--- src/rtl/ipd_cfg.svh ---
// Constants for the idle and power-down controller
`ifndef IPD_CFG_SVH
`define IPD_CFG_SVH

// ****************************************************************
// APB register map (byte addresses)
// ****************************************************************
`define IPD_ADDR_PWR_CFG 8'h00
`define IPD_ADDR_AUX_CTL 8'h04
`define IPD_ADDR_STATUS 8'h08

// ****************************************************************
// Field positions in the power configuration register
// ****************************************************************
`define IPD_BIT_IDLE 0
`define IPD_BIT_PDOWN 1
`define IPD_BIT_GF0 2
`define IPD_BIT_GF1 3

// ****************************************************************
// Field positions in the aux control register
// ****************************************************************
`define IPD_BIT_BOOT_MAP 0
`define IPD_BIT_KEY_POL 1

// ****************************************************************
// Reset values and timing
// ****************************************************************
`define IPD_PWR_CFG_RST 8'h00
`define IPD_KEY_WAKE_CYCLES 1024
`define IPD_RST_WINDOW_CYCLES 4
`define IPD_SYNC_STAGES 2

`endif

--- src/rtl/ipd_pkg.sv ---
// Types shared by the idle and power-down controller
`default_nettype none

package ipd_pkg;

   // Power states of the controller
   typedef enum logic [2:0]
   {
      IPD_RUN = 3'b000,
      IPD_IDLE = 3'b001,
      IPD_PDOWN = 3'b010,
      IPD_KEY_WAIT = 3'b011,
      IPD_EXT_WAIT = 3'b100
   } ipd_state_t;

endpackage : ipd_pkg

`default_nettype wire

--- src/rtl/ipd_clk_gate.sv ---
// Glitch-free latch-based clock gate
`timescale 1ns/1ps
`default_nettype none

module ipd_clk_gate
(
   input wire logic clk_in,
   input wire logic enable,
   output logic clk_out
);

   logic en_latch;

   // ****************************************************************
   // Enable only moves while the clock is low, so no runt pulses
   // ****************************************************************
   always_latch
   begin
      if (!clk_in)
         en_latch <= enable;
   end

   assign clk_out = clk_in & en_latch;

endmodule : ipd_clk_gate

`default_nettype wire

--- src/rtl/ipd_ctrl.sv ---
// Idle and power-down controller with APB register access
//
// Chosen here: the APB register port and the register offsets.
`include "ipd_cfg.svh"
`timescale 1ns/1ps
`default_nettype none

// How it works
// - Idle gates the CPU clock low, peripherals keep running.
// - Idle freezes CPU, so PC, PSW, registers and RAM keep values.
// - Writing idle bit stops CPU right after that write.
// - Idle plus power-down together enters power-down, never idle after.
// - Enabled interrupt in idle clears idle bit, restores CPU clock.
// - Two writable general flags survive idle mode.
// - Reset pin high clears idle bit asynchronously.
// - After reset wake CPU runs briefly, then internal reset to start.
// - During that brief window RAM access blocked, ports allowed.
// - Power-down halts oscillator and freezes all clocks.
// - Power-down preserves PC, PSW, registers and RAM.
// - Writing power-down bit makes that write the last executed.
// - Power-down exits only on ext irq zero/one, keypad zero, reset.
// - Keypad wake level selectable high or low.
// - Interrupt wake clears power-down bit, restarts oscillator, clocks.
// - Boot map enable loaded from inverted boot jump fuse on first clock after reset release.
// - Keypad wake waits 1024 cycles; ext irq wake waits for release.
// - Ext irq wake resumes only after the input deasserts; a keypad hit in the same cycle takes the keypad count instead, ext ignored.
// - Reset pin high clears power-down bit, restarts clocks first.
module ipd_ctrl
#(
   parameter int KEY_WAKE_CYCLES = `IPD_KEY_WAKE_CYCLES,
   parameter int RST_WINDOW_CYCLES = `IPD_RST_WINDOW_CYCLES
)
(
   input wire logic pclk,
   input wire logic presetn,
   input wire logic psel,
   input wire logic penable,
   input wire logic pwrite,
   input wire logic [7:0] paddr,
   input wire logic [31:0] pwdata,
   output logic [31:0] prdata,
   output logic pready,
   output logic pslverr,
   input wire logic ext_irq_zero_input,
   input wire logic ext_irq_one_input,
   input wire logic keypad_wake_input_zero,
   input wire logic irq_pending,
   input wire logic boot_jump_fuse,
   output logic osc_enable,
   output logic cpu_clk_enable,
   output logic per_clk_enable,
   output logic cpu_wake_pulse,
   output logic ram_block,
   output logic internal_reset
);
   import ipd_pkg::*;

   localparam int KW = $clog2(KEY_WAKE_CYCLES + 1);
   localparam int RW = $clog2(RST_WINDOW_CYCLES + 1);
   localparam logic [KW-1:0] KEY_LAST = KW'(KEY_WAKE_CYCLES - 1);
   localparam logic [RW-1:0] RST_LAST = RW'(RST_WINDOW_CYCLES - 1);

   // ****************************************************************
   // Elaboration checks
   // ****************************************************************
   if (KEY_WAKE_CYCLES < 1)
      $error("KEY_WAKE_CYCLES must be at least one");
   if (RST_WINDOW_CYCLES < 1)
      $error("RST_WINDOW_CYCLES must be at least one");

   // ****************************************************************
   // Declarations
   // ****************************************************************
   ipd_state_t state_r, state_nxt;
   logic idle_request_bit_r, powerdown_request_bit_r;
   logic general_flag_zero_r, general_flag_one_r;
   logic boot_map_enable_r, key_pol_r, fuse_taken_r;
   logic [KW-1:0] key_cnt_r;
   logic [RW-1:0] rst_cnt_r;
   logic rst_win_r;
   logic [2:0] pins_sync;
   logic ext0_s, ext1_s, key_s;

   // ****************************************************************
   // Pin synchronisers
   // ****************************************************************
   ipd_sync #(.WIDTH(3)) u_sync
   (
      .pclk(pclk),
      .presetn(presetn),
      .async_in({keypad_wake_input_zero, ext_irq_one_input,
                 ext_irq_zero_input}),
      .sync_out(pins_sync)
   );

   assign ext0_s = pins_sync[0];
   assign ext1_s = pins_sync[1];
   assign key_s = pins_sync[2];

   // ****************************************************************
   // Glitch-free gates for the CPU and peripheral clocks
   // ****************************************************************
   // Enables come from flops, so each gate sees a clean level;
   // the gated taps are left open here and picked up at chip level
   ipd_clk_gate u_cpu_gate
   (
      .clk_in(pclk),
      .enable(cpu_clk_enable),
      .clk_out()
   );

   ipd_clk_gate u_per_gate
   (
      .clk_in(pclk),
      .enable(per_clk_enable),
      .clk_out()
   );

   // ****************************************************************
   // APB decode
   // ****************************************************************
   wire access = psel & penable & pready; // Lands only at the answer edge
   wire wr = access & pwrite;
   wire hit_cfg = paddr == `IPD_ADDR_PWR_CFG;
   wire hit_aux = paddr == `IPD_ADDR_AUX_CTL;
   wire hit_stat = paddr == `IPD_ADDR_STATUS;
   wire hit_any = hit_cfg | hit_aux | hit_stat;
   wire wr_cfg = wr & hit_cfg;
   wire wr_aux = wr & hit_aux;
   wire set_idle = wr_cfg & pwdata[`IPD_BIT_IDLE];
   wire set_pd = wr_cfg & pwdata[`IPD_BIT_PDOWN];

   // Wake conditions
   wire key_hit = key_s ^ ~key_pol_r;
   wire ext_hit = ext0_s | ext1_s;
   wire pd_wake = ext_hit | key_hit;
   wire idle_wake = irq_pending;
   wire key_done = key_cnt_r == KEY_LAST;

   wire [31:0] cfg_word = {28'h0000000, general_flag_one_r,
      general_flag_zero_r, powerdown_request_bit_r, idle_request_bit_r};
   wire [31:0] aux_word = {30'h00000000, key_pol_r, boot_map_enable_r};
   wire [31:0] stat_word = {28'h0000000, rst_win_r, 3'(state_r)};
   wire [31:0] rd_mux = hit_cfg ? cfg_word :
                        hit_aux ? aux_word :
                        hit_stat ? stat_word : 32'h00000000;

   // ****************************************************************
   // Next state
   // ****************************************************************
   always_comb
   begin
      state_nxt = state_r;
      case (state_r)
         IPD_RUN:
            if (set_pd)
               state_nxt = IPD_PDOWN;
            else if (set_idle)
               state_nxt = IPD_IDLE;
         IPD_IDLE:
            if (idle_wake)
               state_nxt = IPD_RUN;
         IPD_PDOWN:
            if (pd_wake)
               state_nxt = key_hit ? IPD_KEY_WAIT : IPD_EXT_WAIT;
         IPD_KEY_WAIT:
            if (key_done)
               state_nxt = IPD_RUN;
         IPD_EXT_WAIT:
            if (!ext_hit)
               state_nxt = IPD_RUN;
         default:
            state_nxt = IPD_RUN;
      endcase
   end

   // ****************************************************************
   // State and request bits; reset pin clears them asynchronously
   // ****************************************************************
   always_ff @(posedge pclk or negedge presetn)
   begin
      if (!presetn)
      begin
         state_r <= IPD_RUN;
         idle_request_bit_r <= 1'b0;
         powerdown_request_bit_r <= 1'b0;
      end
      else
      begin
         state_r <= state_nxt;
         idle_request_bit_r <= state_nxt == IPD_IDLE;
         powerdown_request_bit_r <= state_nxt == IPD_PDOWN;
      end
   end

   // ****************************************************************
   // General flags; only software changes them, so idle keeps them
   // ****************************************************************
   always_ff @(posedge pclk or negedge presetn)
   begin
      if (!presetn)
      begin
         general_flag_zero_r <= 1'b0;
         general_flag_one_r <= 1'b0;
      end
      else if (wr_cfg)
      begin
         general_flag_zero_r <= pwdata[`IPD_BIT_GF0];
         general_flag_one_r <= pwdata[`IPD_BIT_GF1];
      end
   end

   // ****************************************************************
   // Boot map: fuse caught by a clocked load after release
   // ****************************************************************
   always_ff @(posedge pclk or negedge presetn)
   begin
      if (!presetn)
      begin
         fuse_taken_r <= 1'b0;
         boot_map_enable_r <= 1'b0;
         key_pol_r <= 1'b0;
      end
      else
      begin
         fuse_taken_r <= 1'b1;
         if (!fuse_taken_r)
            boot_map_enable_r <= ~boot_jump_fuse;
         else if (wr_aux)
            boot_map_enable_r <= pwdata[`IPD_BIT_BOOT_MAP];
         if (wr_aux)
            key_pol_r <= pwdata[`IPD_BIT_KEY_POL];
      end
   end

   // ****************************************************************
   // Oscillator restart counter for keypad wake
   // ****************************************************************
   always_ff @(posedge pclk or negedge presetn)
   begin
      if (!presetn)
         key_cnt_r <= '0;
      else if (state_r == IPD_KEY_WAIT)
         key_cnt_r <= KW'(key_cnt_r + 1'b1);
      else
         key_cnt_r <= '0;
   end

   // ****************************************************************
   // Short window after reset wake: CPU runs, RAM is blocked
   // Counted in the pclk domain from release; reset already holds the window open.
   // ****************************************************************
   always_ff @(posedge pclk or negedge presetn)
   begin
      if (!presetn)
      begin
         rst_cnt_r <= '0;
         rst_win_r <= 1'b1;
      end
      else if (rst_win_r)
      begin
         rst_cnt_r <= RW'(rst_cnt_r + 1'b1);
         if (rst_cnt_r == RST_LAST)
            rst_win_r <= 1'b0;
      end
   end

   // ****************************************************************
   // Registered outputs; clock enables drive the glitch-free gates
   // ****************************************************************
   always_ff @(posedge pclk or negedge presetn)
   begin
      if (!presetn)
      begin
         osc_enable <= 1'b1;
         cpu_clk_enable <= 1'b1;
         per_clk_enable <= 1'b1;
         cpu_wake_pulse <= 1'b0;
         ram_block <= 1'b1;
         internal_reset <= 1'b0;
         prdata <= 32'h00000000;
         pready <= 1'b0;
         pslverr <= 1'b0;
      end
      else
      begin
         // Oscillator back as soon as any wake is seen
         osc_enable <= state_nxt != IPD_PDOWN;
         // CPU frozen in idle, power-down and wake waits
         cpu_clk_enable <= state_nxt == IPD_RUN;
         per_clk_enable <= state_nxt == IPD_RUN ||
            state_nxt == IPD_IDLE;
         cpu_wake_pulse <= state_r != IPD_RUN && state_nxt == IPD_RUN;
         ram_block <= rst_win_r;
         internal_reset <= rst_win_r & (rst_cnt_r == RST_LAST);
         // No-wait-state slave; answer on every access
         pready <= psel & ~penable;
         pslverr <= psel & ~penable & ~hit_any;
         if (psel & ~penable & ~pwrite)
            prdata <= rd_mux;
      end
   end

endmodule : ipd_ctrl

`default_nettype wire

--- src/rtl/ipd_sync.sv ---
// Two-stage synchroniser for a vector of pin inputs
`timescale 1ns/1ps
`default_nettype none

module ipd_sync
#(
   parameter int WIDTH = 1
)
(
   input wire logic pclk,
   input wire logic presetn,
   input wire logic [WIDTH-1:0] async_in,
   output logic [WIDTH-1:0] sync_out
);

   logic [WIDTH-1:0] meta_r;

   // ****************************************************************
   // First stage read only by the second
   // ****************************************************************
   always_ff @(posedge pclk or negedge presetn)
   begin
      if (!presetn)
      begin
         meta_r <= '0;
         sync_out <= '0;
      end
      else
      begin
         meta_r <= async_in;
         sync_out <= meta_r;
      end
   end

endmodule : ipd_sync

`default_nettype wire

--- config.mk ---
export PLATFORM = sky130hd
export DESIGN_NAME = ipd_ctrl
export DESIGN_NICKNAME = d
export VERILOG_FILES = /design/src/rtl/ipd_pkg.sv /design/src/rtl/ipd_clk_gate.sv /design/src/rtl/ipd_ctrl.sv /design/src/rtl/ipd_sync.sv
export VERILOG_INCLUDE_DIRS = /design/src /design/src/rtl
export SDC_FILE = /design/constraint.sdc
export NUM_CORES = 1
export LEC_CHECK = 0
export BUFFER_PORTS_ARGS = -buffer_cell sky130_fd_sc_hd__buf_2
export CAP_MARGIN = 20
export CORE_ASPECT_RATIO = 0.8
export CORE_MARGIN = 2
export CORE_UTILIZATION = 49
export CTS_BUF_LIST = sky130_fd_sc_hd__clkbuf_8
export CTS_CLUSTER_SIZE = 25
export DETAILED_ROUTE_END_ITERATION = 10
export HOLD_SLACK_MARGIN = 0.08
export PLACE_DENSITY = 0.82
export SETUP_SLACK_MARGIN = 0.1
export SLEW_MARGIN = 20
export SYNTH_ARGS = -nofsm -noshare
export SYNTH_HDL_FRONTEND = slang
export SYNTH_SLANG_ARGS = --single-unit
--- constraint.sdc ---
create_clock -name pclk -period 1.75 [get_ports pclk]
set_clock_uncertainty 0.15 [all_clocks]
set_input_delay 0.35 -clock pclk [delete_from_list [all_inputs] [get_ports pclk]]
set_output_delay 0.35 -clock pclk [all_outputs]
set_load 0.005 [all_outputs]
Word-level counts from Yosys, hierarchy flattened --
Index checks and enable logic that the tools add are counted. W data, S select, Z words.
Word-level totals: register bits after elaboration 71, input bits 50, output and inout port bits 40, logic and storage cells 79
Operators by class: add/sub/neg operators 2, equal/unequal tests 12, multiplexer cells 16, bitwise logic cells 21, reduce and logical (&&, ||, !) cells 6
Operators with widths (number):
- $mux W3 | 7
- $pmux W3 S5 | 1
- $eq A3 B2 Y1 const B | 4
- $mux W4 | 3
- $add A11 B1 Y11 const B | 1
- $and A1 B1 Y1 | 11
- $eq A11 B10 Y1 const B | 1
- $mux W11 | 1
- $eq A8 B3 Y1 const B | 1
- $eq A8 B4 Y1 const B | 1
- $logic_not A8 Y1 | 1
- $eq A3 B1 Y1 const B | 2
- $logic_not A3 Y1 | 2
- $not A1 Y1 | 5
- $mux W1 | 4
- $or A1 B1 Y1 | 4
- $add A3 B1 Y3 const B | 1
- $eq A3 B3 Y1 const B | 1
- $ne A3 B2 Y1 const B | 1
- $reduce_bool A3 Y1 | 1
- $ne A2 B1 Y1 const B | 1
- $logic_and A1 B1 Y1 | 1
- $logic_or A1 B1 Y1 | 1
- $xor A1 B1 Y1 | 1

Depth between registers and ports, before layout --
Gate-level depths: netlist of run 1.
depth in word-level cells 10, mapped depth 5, gate-level depth less buffers 5

Cells and area by module --
A second synthesis of run 1 with hierarchy kept.
Second synthesis, totals: cells, all modules 186, area, all modules 2040.7 um^2
By module, submodules not included:
- ipd_ctrl | times used 1, cells an instance 180, area an instance 1890.6 um^2, seq. area each 932.1 um^2
- ipd_sync | times used 1, cells an instance 6, area an instance 150.1 um^2, seq. area each 150.1 um^2

Worst setup path after synthesis of run 1 --
No wires, ideal clock.
path kind input port to flip-flop, from in paddr[1], to reg general_flag_one_r, setup time 0.125 ns, arrival 1.964 ns, required time 1.475 ns, setup slack -0.489 ns, cell stages on the path 4, path buffers 0, cell sequence or4_4 -> or3_4 -> or3_4 -> mux2_4
Between the ends: word-level cells in the longest chain between the ends 2
Ends and longest elaborated chain:
- start: declaration | line ipd_ctrl.sv:39 | input wire logic [7:0] paddr,
- $logic_not A8 Y1 (no line)
- $and A1 B1 Y1 | line ipd_ctrl.sv:128 | wire wr_cfg = wr & hit_cfg;
- end signal: assignment | line ipd_ctrl.sv:209 | general_flag_one_r <= pwdata[`IPD_BIT_GF1];
- end: declaration | line ipd_ctrl.sv:76 | logic general_flag_zero_r, general_flag_one_r;
Every way passes these cells. A chain may end at the register's enable or synchronous reset.

Worst setup path after layout of run 1 --
Ends and elaborated chain as after synthesis.

==> impl_metrics.toml, run 1 <==
[run_status]
outcome = "complete, but fails checks"
violations = "negative setup slack"

[global_route]
grt_antenna_before_repair = 0
grt_pass1_vias = 1432
grt_util_all_layers_pct = 17.9
grt_max_degree = 44
grt_first_pass_wirelength_um = 6480
globalRoute.totalOverflow = 0

[critical_path]
setup_crit_start_kind = "input port"
critPathCaptureType = "register"
rr_startpoint = "key_cnt_r[1]"
critical_path_at_ps = 1970
reg2reg_slack_ps = 60
slowest_stage_cell_crit_path = "or4_4"
r2r_cells = 5
reg_to_reg_critical_path_endpoint = "cpu_clk_enable"
criticalPathCategory = "input port to register"
crit_path_max_incr_delay_ps = 530
peak_fanout_along_the_critical_path = 3
timing.critical_path.required_ps = 1770
critical_path_cell_sequence = "buf_6 -> or4_4 -> or3_4 -> or3_4 -> mux2_4"
cpMostUsedCell = "or3_4"

[drt]
drt-met1-wl_um = 1790
viasPerCell = 4.72
routed-wl-met2_um = 2140
dr.pass1.iters = 4
num_vias = 1430
met3WireLength_um = 155
antenna_left = 0
route.detailed.wl_per_inst_um = 13.5
remaining_drc_errors = 0
routed.top_layer = "met4"
totalWireLength_um = 4080
initialDrtViolationCount = 35

[yosys]
synth-simple-area-share_pct = 18.2
post_synth_xor_area_fraction_pct = 4.72
syn_area_mm2 = 0.00204
seq_area_frac_synth_pct = 53.0
adder_cell_share_of_the_synthesized_area_pct = 1.84
synth_warnings = 0
synth_top_family_by_area = "simple AND/OR/NAND/NOR gates"
synthMuxAreaShare_pct = 5.46
synthesis.area_per_instance_um2 = 11.0
yosys.cell_types.count = 40
postSynthCellCount = 186
synth_seq_cells = 43
synth_compound_gate_area_share_pct = 4.97

[placement]
final_hpwl_dp_um = 2670
globalplace.congestion = 0.810
io_buffers = 33
placed_area_mm2 = 0.00228

[floorplan]
top_level_port_count = 90
floorplan.die_area_mm2 = 0.00470
dieHeight_um = 61.7
die_width_um = 76.2
design.core.area_mm2 = 0.00390
core.rowCount = 20
floorplan.initialDensity_pct = 52.3

[power_and_ir_drop]
power_density_mw_per_mm2 = 731
total_power_mw = 1.92
vdd.ir_drop.worst_mv = 0.594
total_leakage_power_nw = 1.30

[sta]
setup_total_negative_slack_ps = -677
achievable-frequency_mhz = 514
timing.final.crit_period_ps = 1950
setup_repair_after_global_routing_missed_its_margin = "true"
period_share_pct = 111
report.final.setup_viol = 5
worst_slack_ps = -195
slew_viol_final = 0
final-hold-violation-count = 0

[clock_network]
cts.path.max_buffers = 2
htreeDepth = 2
clockRootBuffer = "clkbuf_8"
cts_tree = "built"
clk_pin_slew_worst_paths_ps = 80
tritoncts_num_sinks = 43
worstSkewPairLatency_ps = 280
cts-buffers-inserted = 5

[worst_hold_path]
worstHoldEndpoint = "boot_map_enable_r"
timing.hold.worst.class = "input port to register"
min-delay-start = "boot_jump_fuse"
hold_path_depth = 2

[finish]
final.fill_count = 314
synth_to_layout_area_growth_pct = 28.4
antennaDiodeCount = 0
nets = 300
final-seq-area_mm2 = 0.00108
multi_input_comb_area_um2 = 952
share_of_cells_above_drive_strength_1_pct = 36.3
final_area_mm2 = 0.00262

[run]
drv.max_cap_violation_count = 0
-- cell families (layout without fill, tap and decap cells) --
| kind of cell | count (synthesis) | after routing |
|---|---|---|
| buffers and inverters | 34 | 69 |
| flip-flops | 43 | 43 |
| AND/OR/NAND/NOR | 67 | 67 |
| AO/OA/AOI/OAI | 16 | 16 |
| adder cells (fa/ha/maj) | 3 | 3 |
| XOR/XNOR | 11 | 11 |
| other | 2 | 29 |
| multiplexers | 10 | 10 |
-- worst max-delay path: cells and delay by family --
| family | cells | cell delay, ps |
|---|---|---|
| and+or+nand+nor | 3 | 1220 |
| muxes | 1 | 300 |
| buffers and inverters | 1 | 90 |
-- per-layer routing --
metal  up-vias  GRT usage [%]
li1        690              -
met1       701           22.0
met2        37           34.1
met3         2           4.05
met4         0           3.12
met5         -              0
-- cell usage after synthesis --
master,n,share of area [%]
nand2b_1,5,1.5
or3_4,2,1.1
o31ai_1,2,0.74
nand4_1,3,0.92
and2_1,1,0.31
ha_1,3,1.8
nand2_1,11,2.0
dfrtp_1,38,47
mux2_4,2,1.5
and3b_1,1,0.43
and3_1,2,0.61
nor2_1,15,2.8
mux2i_1,7,3.4
or4_2,1,0.43
a21boi_0,1,0.37
or2_2,3,0.92
a31oi_1,1,0.31
nor2b_1,5,1.5
clkbuf_1,3,0.55
dfstp_2,5,6.4
nand3_1,5,1.2
conb_1,2,0.37
buf_4,28,10
o21ai_0,4,0.98
nor4_1,2,0.61
a31o_2,1,0.43
or3_2,1,0.37
a41o_1,1,0.49
or4_4,1,0.55
nor3_1,4,0.98
nor3b_1,1,0.37
mux2_2,1,0.55
xor2_1,8,3.4
or3_1,1,0.31
and4_1,2,0.86
xnor2_1,3,1.3
a21oi_1,5,1.2
nand3b_1,1,0.37
o32ai_1,1,0.43
inv_1,3,0.55
-- stage by stage --
| step | hold slack [ps] | utilization [%] | setup WS, ps | cells |
|---|---|---|---|---|
| finish | 84.4 | 67.1 | -195 | 303 |
| global route | 89.7 | 67.1 | -208 | 303 |
| CTS | 83.2 | 64.4 | -190 | 299 |
| detailed placement | 186 | 58.4 | -546 | 285 |
| global placement | 183 | 58.4 | -521 | 285 |
| floorplan | -95.6 | - | -430 | 213 |
-- layout make-up --
type,instances,share of cell area [%]
clock inverters,2,1.34
well taps,55,2.63
repair buffers,58,14.8
clock buffers,6,3.15
inverters,3,0.430
flip-flops and latches,43,41.3
multi-input cells,136,36.3
-- where the power goes --
part | total, mW | leakage, nW | switching, mW | internal [mW]
Sequential | 1.01 | 0.537 | 0.00584 | 1.01
Clock | 0.777 | 0.0612 | 0.316 | 0.462
Combinational | 0.125 | 0.705 | 0.0723 | 0.0532
Total | 1.92 | 1.30 | 0.394 | 1.52
-- cells in the final DEF, fill, tap and decap left out, types with 2 or more instances in the layout --
master,netlist,final
inv_1,3,3
o21ai_0,4,2
nor2b_1,5,5
buf_6,0,3
mux2_4,2,2
nand4_1,3,3
nand2b_1,5,3
a21oi_1,5,5
dfstp_2,5,5
clkbuf_8,0,6
buf_4,28,18
nor3_1,4,2
buf_2,0,32
or2_4,0,2
o21ai_1,0,2
conb_1,2,29
nand2b_4,0,2
nand2_1,11,11
mux2i_1,7,7
nand3_1,5,4
dfrtp_1,38,38
and4_1,2,2
xor2_1,8,8
xnor2_1,3,3
or3_4,2,3
nor2_1,15,15
nor4_4,0,2
ha_1,3,2
and3_1,2,2
dlygate4sd3_1,0,4
-- worst max-delay path by stage --
stage	from	end	slack (ps)	depth (start not counted)
5_1_grt	paddr[1]	boot_map_enable_r	-210	5
6_report	paddr[1]	general_flag_one_r	-200	5
3_5_place_dp	paddr[1]	general_flag_one_r	-550	5
4_1_cts	paddr[1]	general_flag_one_r	-190	5
3_3_place_gp	paddr[1]	general_flag_one_r	-520	5
2_1_floorplan	paddr[1]	general_flag_one_r	-430	4
-- repair_timing --
| action | in CTS | in global routing |
|---|---|---|
| resized for setup | 10 | 13 |
| setup buffers | 2 | 5 |
| hold buffers | 4 | 0 |
| pin swaps | 4 | 10 |
| endpoints found under the setup margin | 16 | 13 |
| endpoints found under the hold margin | 41 | 0 |
-- state kept, by name (all words and copies together) (netlist names) --
name	count
cpu_wake_pulse	1
per_clk_enable	1
prdata	4
state_r	3
u_sync.sync_out	3
ram_block	1
boot_map_enable_r	1
pready	1
pslverr	1
u_sync.meta_r	3
internal_reset	1
osc_enable	1
powerdown_request_bit_r	1
idle_request_bit_r	1
fuse_taken_r	1
rst_cnt_r	3
key_cnt_r	11
cpu_clk_enable	1
key_pol_r	1
general_flag_zero_r	1
general_flag_one_r	1
rst_win_r	1
No activity file was read; power rests on OpenSTA's default activity.
==> run 2: changes to the inputs <==
Settings changed: SKIP_LAST_GASP from default to 1.
==> run 2 against run 1 <==
Against the previous run:
- the flow still finishes with violations (negative setup slack)
- power increased by 0.17%
- non-clock buffer count unchanged
- setup slack improved by 1.2 ps
- cell area about the same
- register-to-register slack improved by 30 ps
- sequential share of layout area about the same
- final cell count unchanged
- combinational power about the same
- die area unchanged
- worst hold slack got worse by 0.82 ps
- critical endpoint unchanged
==> impl_metrics.toml, run 2 (same netlist as run 1, synthesis figures left out) <==
[clock_network]
htreeDepth = 2
clockRootBuffer = "clkbuf_8"
worstSkewPairLatency_ps = 280
tritoncts_num_sinks = 43
cts.path.max_buffers = 2
cts-buffers-inserted = 5
cts_tree = "built"
clk_pin_slew_worst_paths_ps = 80

[sta]
period_share_pct = 111
timing.final.crit_period_ps = 1940
report.final.setup_viol = 5
setup_total_negative_slack_ps = -664
final-hold-violation-count = 0
setup_repair_after_global_routing_missed_its_margin = "true"
achievable-frequency_mhz = 514
slew_viol_final = 0
worst_slack_ps = -194

[critical_path]
slowest_stage_cell_crit_path = "or4_4"
crit_path_max_incr_delay_ps = 530
critPathCaptureType = "register"
critical_path_cell_sequence = "buf_6 -> or4_4 -> or3_4 -> or3_4 -> mux2_4"
setup_crit_start_kind = "input port"
peak_fanout_along_the_critical_path = 3
timing.critical_path.required_ps = 1770
cpMostUsedCell = "or3_4"
criticalPathCategory = "input port to register"
critical_path_at_ps = 1970

[power_and_ir_drop]
clockPowerShare_pct = 40.7
internal_power_mw = 1.52
total_leakage_power_nw = 1.31
netSwitchingFraction_pct = 20.7
share_of_total_power_in_sequential_cells_pct = 52.8
vdd.ir_drop.worst_mv = 0.592
p_comb_share_pct = 6.5
switchingPower_mw = 0.397
power_density_mw_per_mm2 = 733

[floorplan]
design.core.area_mm2 = 0.00390
die_width_um = 76.2
top_level_port_count = 90
floorplan.initialDensity_pct = 52.3
core.rowCount = 20
floorplan.die_area_mm2 = 0.00470
dieHeight_um = 61.7

[global_route]
grt_antenna_before_repair = 0
globalRoute.totalOverflow = 0
grt_pass1_vias = 1432
grt_first_pass_wirelength_um = 6480
grt_max_degree = 44
grt_util_all_layers_pct = 17.9

[finish]
finish.utilization_pct = 67.1
antennaDiodeCount = 0
multi_input_comb_area_um2 = 950
nets = 300
layout.cells.most_common_list = "dfrtp_1 (38), buf_2 (32), conb_1 (29), buf_4 (18), nor2_1 (15)"
synth_to_layout_area_growth_pct = 28.3
largestRegisters = "key_cnt_r: 11 flops, prdata: 4 flops"
final.fill_count = 312
largest_register_ff_count = 11
final-seq-area_mm2 = 0.00108
mostFrequentLayoutCell = "dfrtp_1"
share_of_cells_above_drive_strength_1_pct = 36.3
top_register = "key_cnt_r"

[drt]
route.detailed.wl_per_inst_um = 13.3
remaining_drc_errors = 0
totalWireLength_um = 4050
num_vias = 1429
initialDrtViolationCount = 40
viasPerCell = 4.72
antenna_left = 0
dr.pass1.iters = 4

[worst_hold_path]
timing.hold.worst.class = "input port to register"

[run_status]
outcome = "complete, but fails checks"
violations = "negative setup slack"

[run]
drv.max_cap_violation_count = 0

[placement]
final_hpwl_dp_um = 2670
globalplace.congestion = 0.810
io_buffers = 33
[run 2: per-layer routing]
layer  wire length (µm)  global-route usage [%]  part of all wire (%)  vias to the layer above
met5                  0                       0                     0                        -
met4                  0                    3.12                     0                        0
met3                145                    4.05                   3.6                        0
met2               2110                    34.1                    52                       37
met1               1790                    22.0                    44                      701
li1                   -                       -                     -                      691
[run 2: what timing repair did]
item,in CTS,in global routing
pin swaps,4,8
hold buffers,4,0
endpoints found under the setup margin,16,13
gates resized for setup,10,12
buffers inserted,2,5
hold endpoints to repair,41,0
[run 2: worst paths after layout]
path	start	endpoint	cells after the start	slack [ps]
setup / recovery	paddr[1]	general_flag_one_r	5	-190
hold / removal	boot_jump_fuse	boot_map_enable_r	2	80
setup reg to reg	key_cnt_r[1]	cpu_clk_enable	5	90
hold reg to reg	u_sync.meta_r[1]	u_sync.sync_out[1]	0	200
max in group asynchronous	presetn	rst_win_r	3	770
min in group asynchronous	presetn	cpu_wake_pulse	3	410
[run 2: critical path: cells and delay by family]
kind	cells	cell delay (ps)
AND/OR/NAND/NOR	3	1220
multiplexers	1	300
buffers and inverters	1	90
[run 2: power groups by stage]
stage          clock (mW)  combinational (mW)  sequential, mW
2_1_floorplan           0              0.0873            1.03
3_3_place_gp            0               0.106            1.03
3_5_place_dp            0               0.108            1.03
4_1_cts             0.796               0.118            1.01
5_1_grt             0.836               0.142            1.01
6_report            0.781               0.125            1.01
[run 2: final cells by class]
class | instances | area share (%)
clock buffer | 6 | 3.15
clock inverter | 2 | 1.34
inverter | 3 | 0.430
multi-input combinational | 136 | 36.3
sequential | 43 | 41.3
tap | 55 | 2.63
timing repair buffer | 58 | 14.9
[run 2: metrics by stage]
step | hold slack [ps] | setup slack [ps] | cell area (µm²) | power [mW] | instances
after CTS | 83.2 | -190 | 2510 | 1.93 | 299
after detailed placement | 186 | -546 | 2280 | 1.14 | 285
after floorplan | -95.6 | -430 | 2140 | 1.12 | 213
after global routing | 89.7 | -208 | 2620 | 1.99 | 303
final | 83.5 | -194 | 2620 | 1.92 | 303
after global placement | 183 | -521 | 2280 | 1.14 | 285
==> run 3: changes to the inputs <==
Settings changed: CELL_PAD_IN_SITES_DETAIL_PLACEMENT from default to 1, CELL_PAD_IN_SITES_GLOBAL_PLACEMENT from default to 2, CORE_UTILIZATION 49 to 29.
==> run 3 against run 2 <==
Against the previous run:
- the flow still finishes with violations (negative setup slack)
- routed wire length up 18%
- setup slack better by 3.6 ps
- combinational power is 9% higher
- critical path depth stayed put
- die area up 64%
- largest cell class unchanged
==> impl_metrics.toml, run 3 (same netlist as run 1, synthesis figures left out) <==
[run_status]
outcome = "complete, but fails checks"
violations = "negative setup slack"

[sta]
slew_viol_final = 0
setup_total_negative_slack_ps = -940
final-hold-violation-count = 0
period_share_pct = 111
report.final.setup_viol = 11
timing.final.crit_period_ps = 1940
achievable-frequency_mhz = 515
timing.hold.ws_ps = 92.7
setup_repair_after_global_routing_missed_its_margin = "true"
worst_slack_ps = -190

[floorplan]
dieHeight_um = 79.0
floorplan.initialDensity_pct = 29.8
design.core.area_mm2 = 0.00686
top_level_port_count = 90
die_width_um = 97.8
core.rowCount = 27
floorplan.die_area_mm2 = 0.00773

[global_route]
grt_antenna_before_repair = 0
grt_util_all_layers_pct = 12.3
grt_pass1_vias = 1549
grt_first_pass_wirelength_um = 7570
globalRoute.totalOverflow = 0
grt_max_degree = 27

[worst_hold_path]
min-delay-start = "penable"
timing.hold.worst.class = "input port to register"
hold_path_depth = 2
worstHoldEndpoint = "pready"

[drt]
remaining_drc_errors = 0
initialDrtViolationCount = 35
dr.pass1.iters = 4
totalWireLength_um = 4760
route.detailed.wl_per_inst_um = 13.7
num_vias = 1523
viasPerCell = 4.39
antenna_left = 0

[finish]
synth_to_layout_area_growth_pct = 36.0
finish.utilization_pct = 40.5
layout.cells.most_common_list = "dfrtp_1 (38), buf_2 (32), conb_1 (29), buf_4 (27), nor2_1 (15)"
top_register = "key_cnt_r"
nets = 312
largestRegisters = "key_cnt_r: 11 flops, prdata: 4 flops"
share_of_cells_above_drive_strength_1_pct = 39.6
final_area_mm2 = 0.00278
antennaDiodeCount = 0
final.fill_count = 780
mostFrequentLayoutCell = "dfrtp_1"
largest_register_ff_count = 11

[placement]
final_hpwl_dp_um = 3380
io_buffers = 33
globalplace.congestion = 0.769
placed_area_mm2 = 0.00237

[critical_path]
critical_path_cell_sequence = "buf_6 -> or4_4 -> or3_4 -> or3_4 -> mux2_4"
reg_to_reg_critical_path_endpoint = "osc_enable"
r2r_cells = 7
slowest_stage_cell_crit_path = "or4_4"
criticalPathCategory = "input port to register"
reg2reg_slack_ps = 90
peak_fanout_along_the_critical_path = 3
critical_path_at_ps = 1980
timing.critical_path.required_ps = 1790
critPathBufInv = 1
dominant_delay_contributor_by_cell_family_on_the_critical_path = "simple AND/OR/NAND/NOR gates"
critPathCaptureType = "register"
rr_startpoint = "key_cnt_r[1]"
setup_crit_start_kind = "input port"
cpMostUsedCell = "or3_4"
crit_path_max_incr_delay_ps = 540

[clock_network]
cts-buffers-inserted = 5
htreeDepth = 2
worstSkewPairLatency_ps = 300
clockRootBuffer = "clkbuf_8"
cts.path.max_buffers = 2
tritoncts_num_sinks = 43
cts_tree = "built"
clk_pin_slew_worst_paths_ps = 90

[power_and_ir_drop]
internal_power_mw = 1.63
clockPowerShare_pct = 44.3
share_of_total_power_in_sequential_cells_pct = 49.1
vdd.ir_drop.worst_mv = 0.533
p_comb_share_pct = 6.6
total_leakage_power_nw = 1.37
netSwitchingFraction_pct = 20.9
switchingPower_mw = 0.430
power_density_mw_per_mm2 = 742

[run]
drv.max_cap_violation_count = 0
## run 3: power by group through the flow
| stage | Sequential [mW] | Combinational [mW] | Clock (mW) |
|---|---|---|---|
| 3_5_place_dp | 1.03 | 0.115 | 0 |
| 4_1_cts | 1.01 | 0.131 | 0.928 |
| 6_report | 1.01 | 0.136 | 0.912 |
| 3_3_place_gp | 1.03 | 0.114 | 0 |
| 2_1_floorplan | 1.03 | 0.0873 | 0 |
| 5_1_grt | 1.01 | 0.152 | 0.973 |
## run 3: final cells by class
cell class                 instances  area, µm²  area share (%)
sequential                        43       1080            39.0
multi-input combinational        136        951            34.3
timing repair buffer              70        489            17.6
tap                               87        109            3.92
clock buffer                       5       68.8            2.48
clock inverter                     3       63.8            2.30
inverter                           3       11.3           0.406
## run 3: worst max path at each step
stage | end | depth (start not counted) | slack, ps | from
floorplan | general_flag_one_r | 4 | -430 | paddr[1]
global placement | general_flag_zero_r | 5 | -540 | paddr[1]
detailed placement | general_flag_one_r | 5 | -570 | paddr[1]
CTS | general_flag_one_r | 5 | -180 | paddr[4]
global route | general_flag_zero_r | 5 | -200 | paddr[4]
finish | general_flag_zero_r | 5 | -190 | paddr[4]
## run 3: per-stage QoR
stage | power (mW) | setup WS, ps | cells
floorplan | 1.12 | -430 | 213
CTS | 2.07 | -181 | 341
detailed placement | 1.15 | -568 | 324
global placement | 1.15 | -539 | 324
global route | 2.14 | -203 | 347
finish | 2.06 | -190 | 347
## run 3: layer usage
metal | routed length, µm | vias to the layer above | track usage, %
met2 | 2290 | 35 | 19.9
met5 | 0 | - | 0
met3 | 169 | 8 | 2.99
li1 | - | 716 | -
met1 | 2240 | 764 | 16.5
met4 | 65 | 0 | 3.75
## run 3: timing repair
action	CTS	global route
setup endpoints to repair	14	16
resized for setup	11	16
endpoints found under the hold margin	18	0
pin swaps	8	7
buffers inserted	4	6
hold buffers	5	0
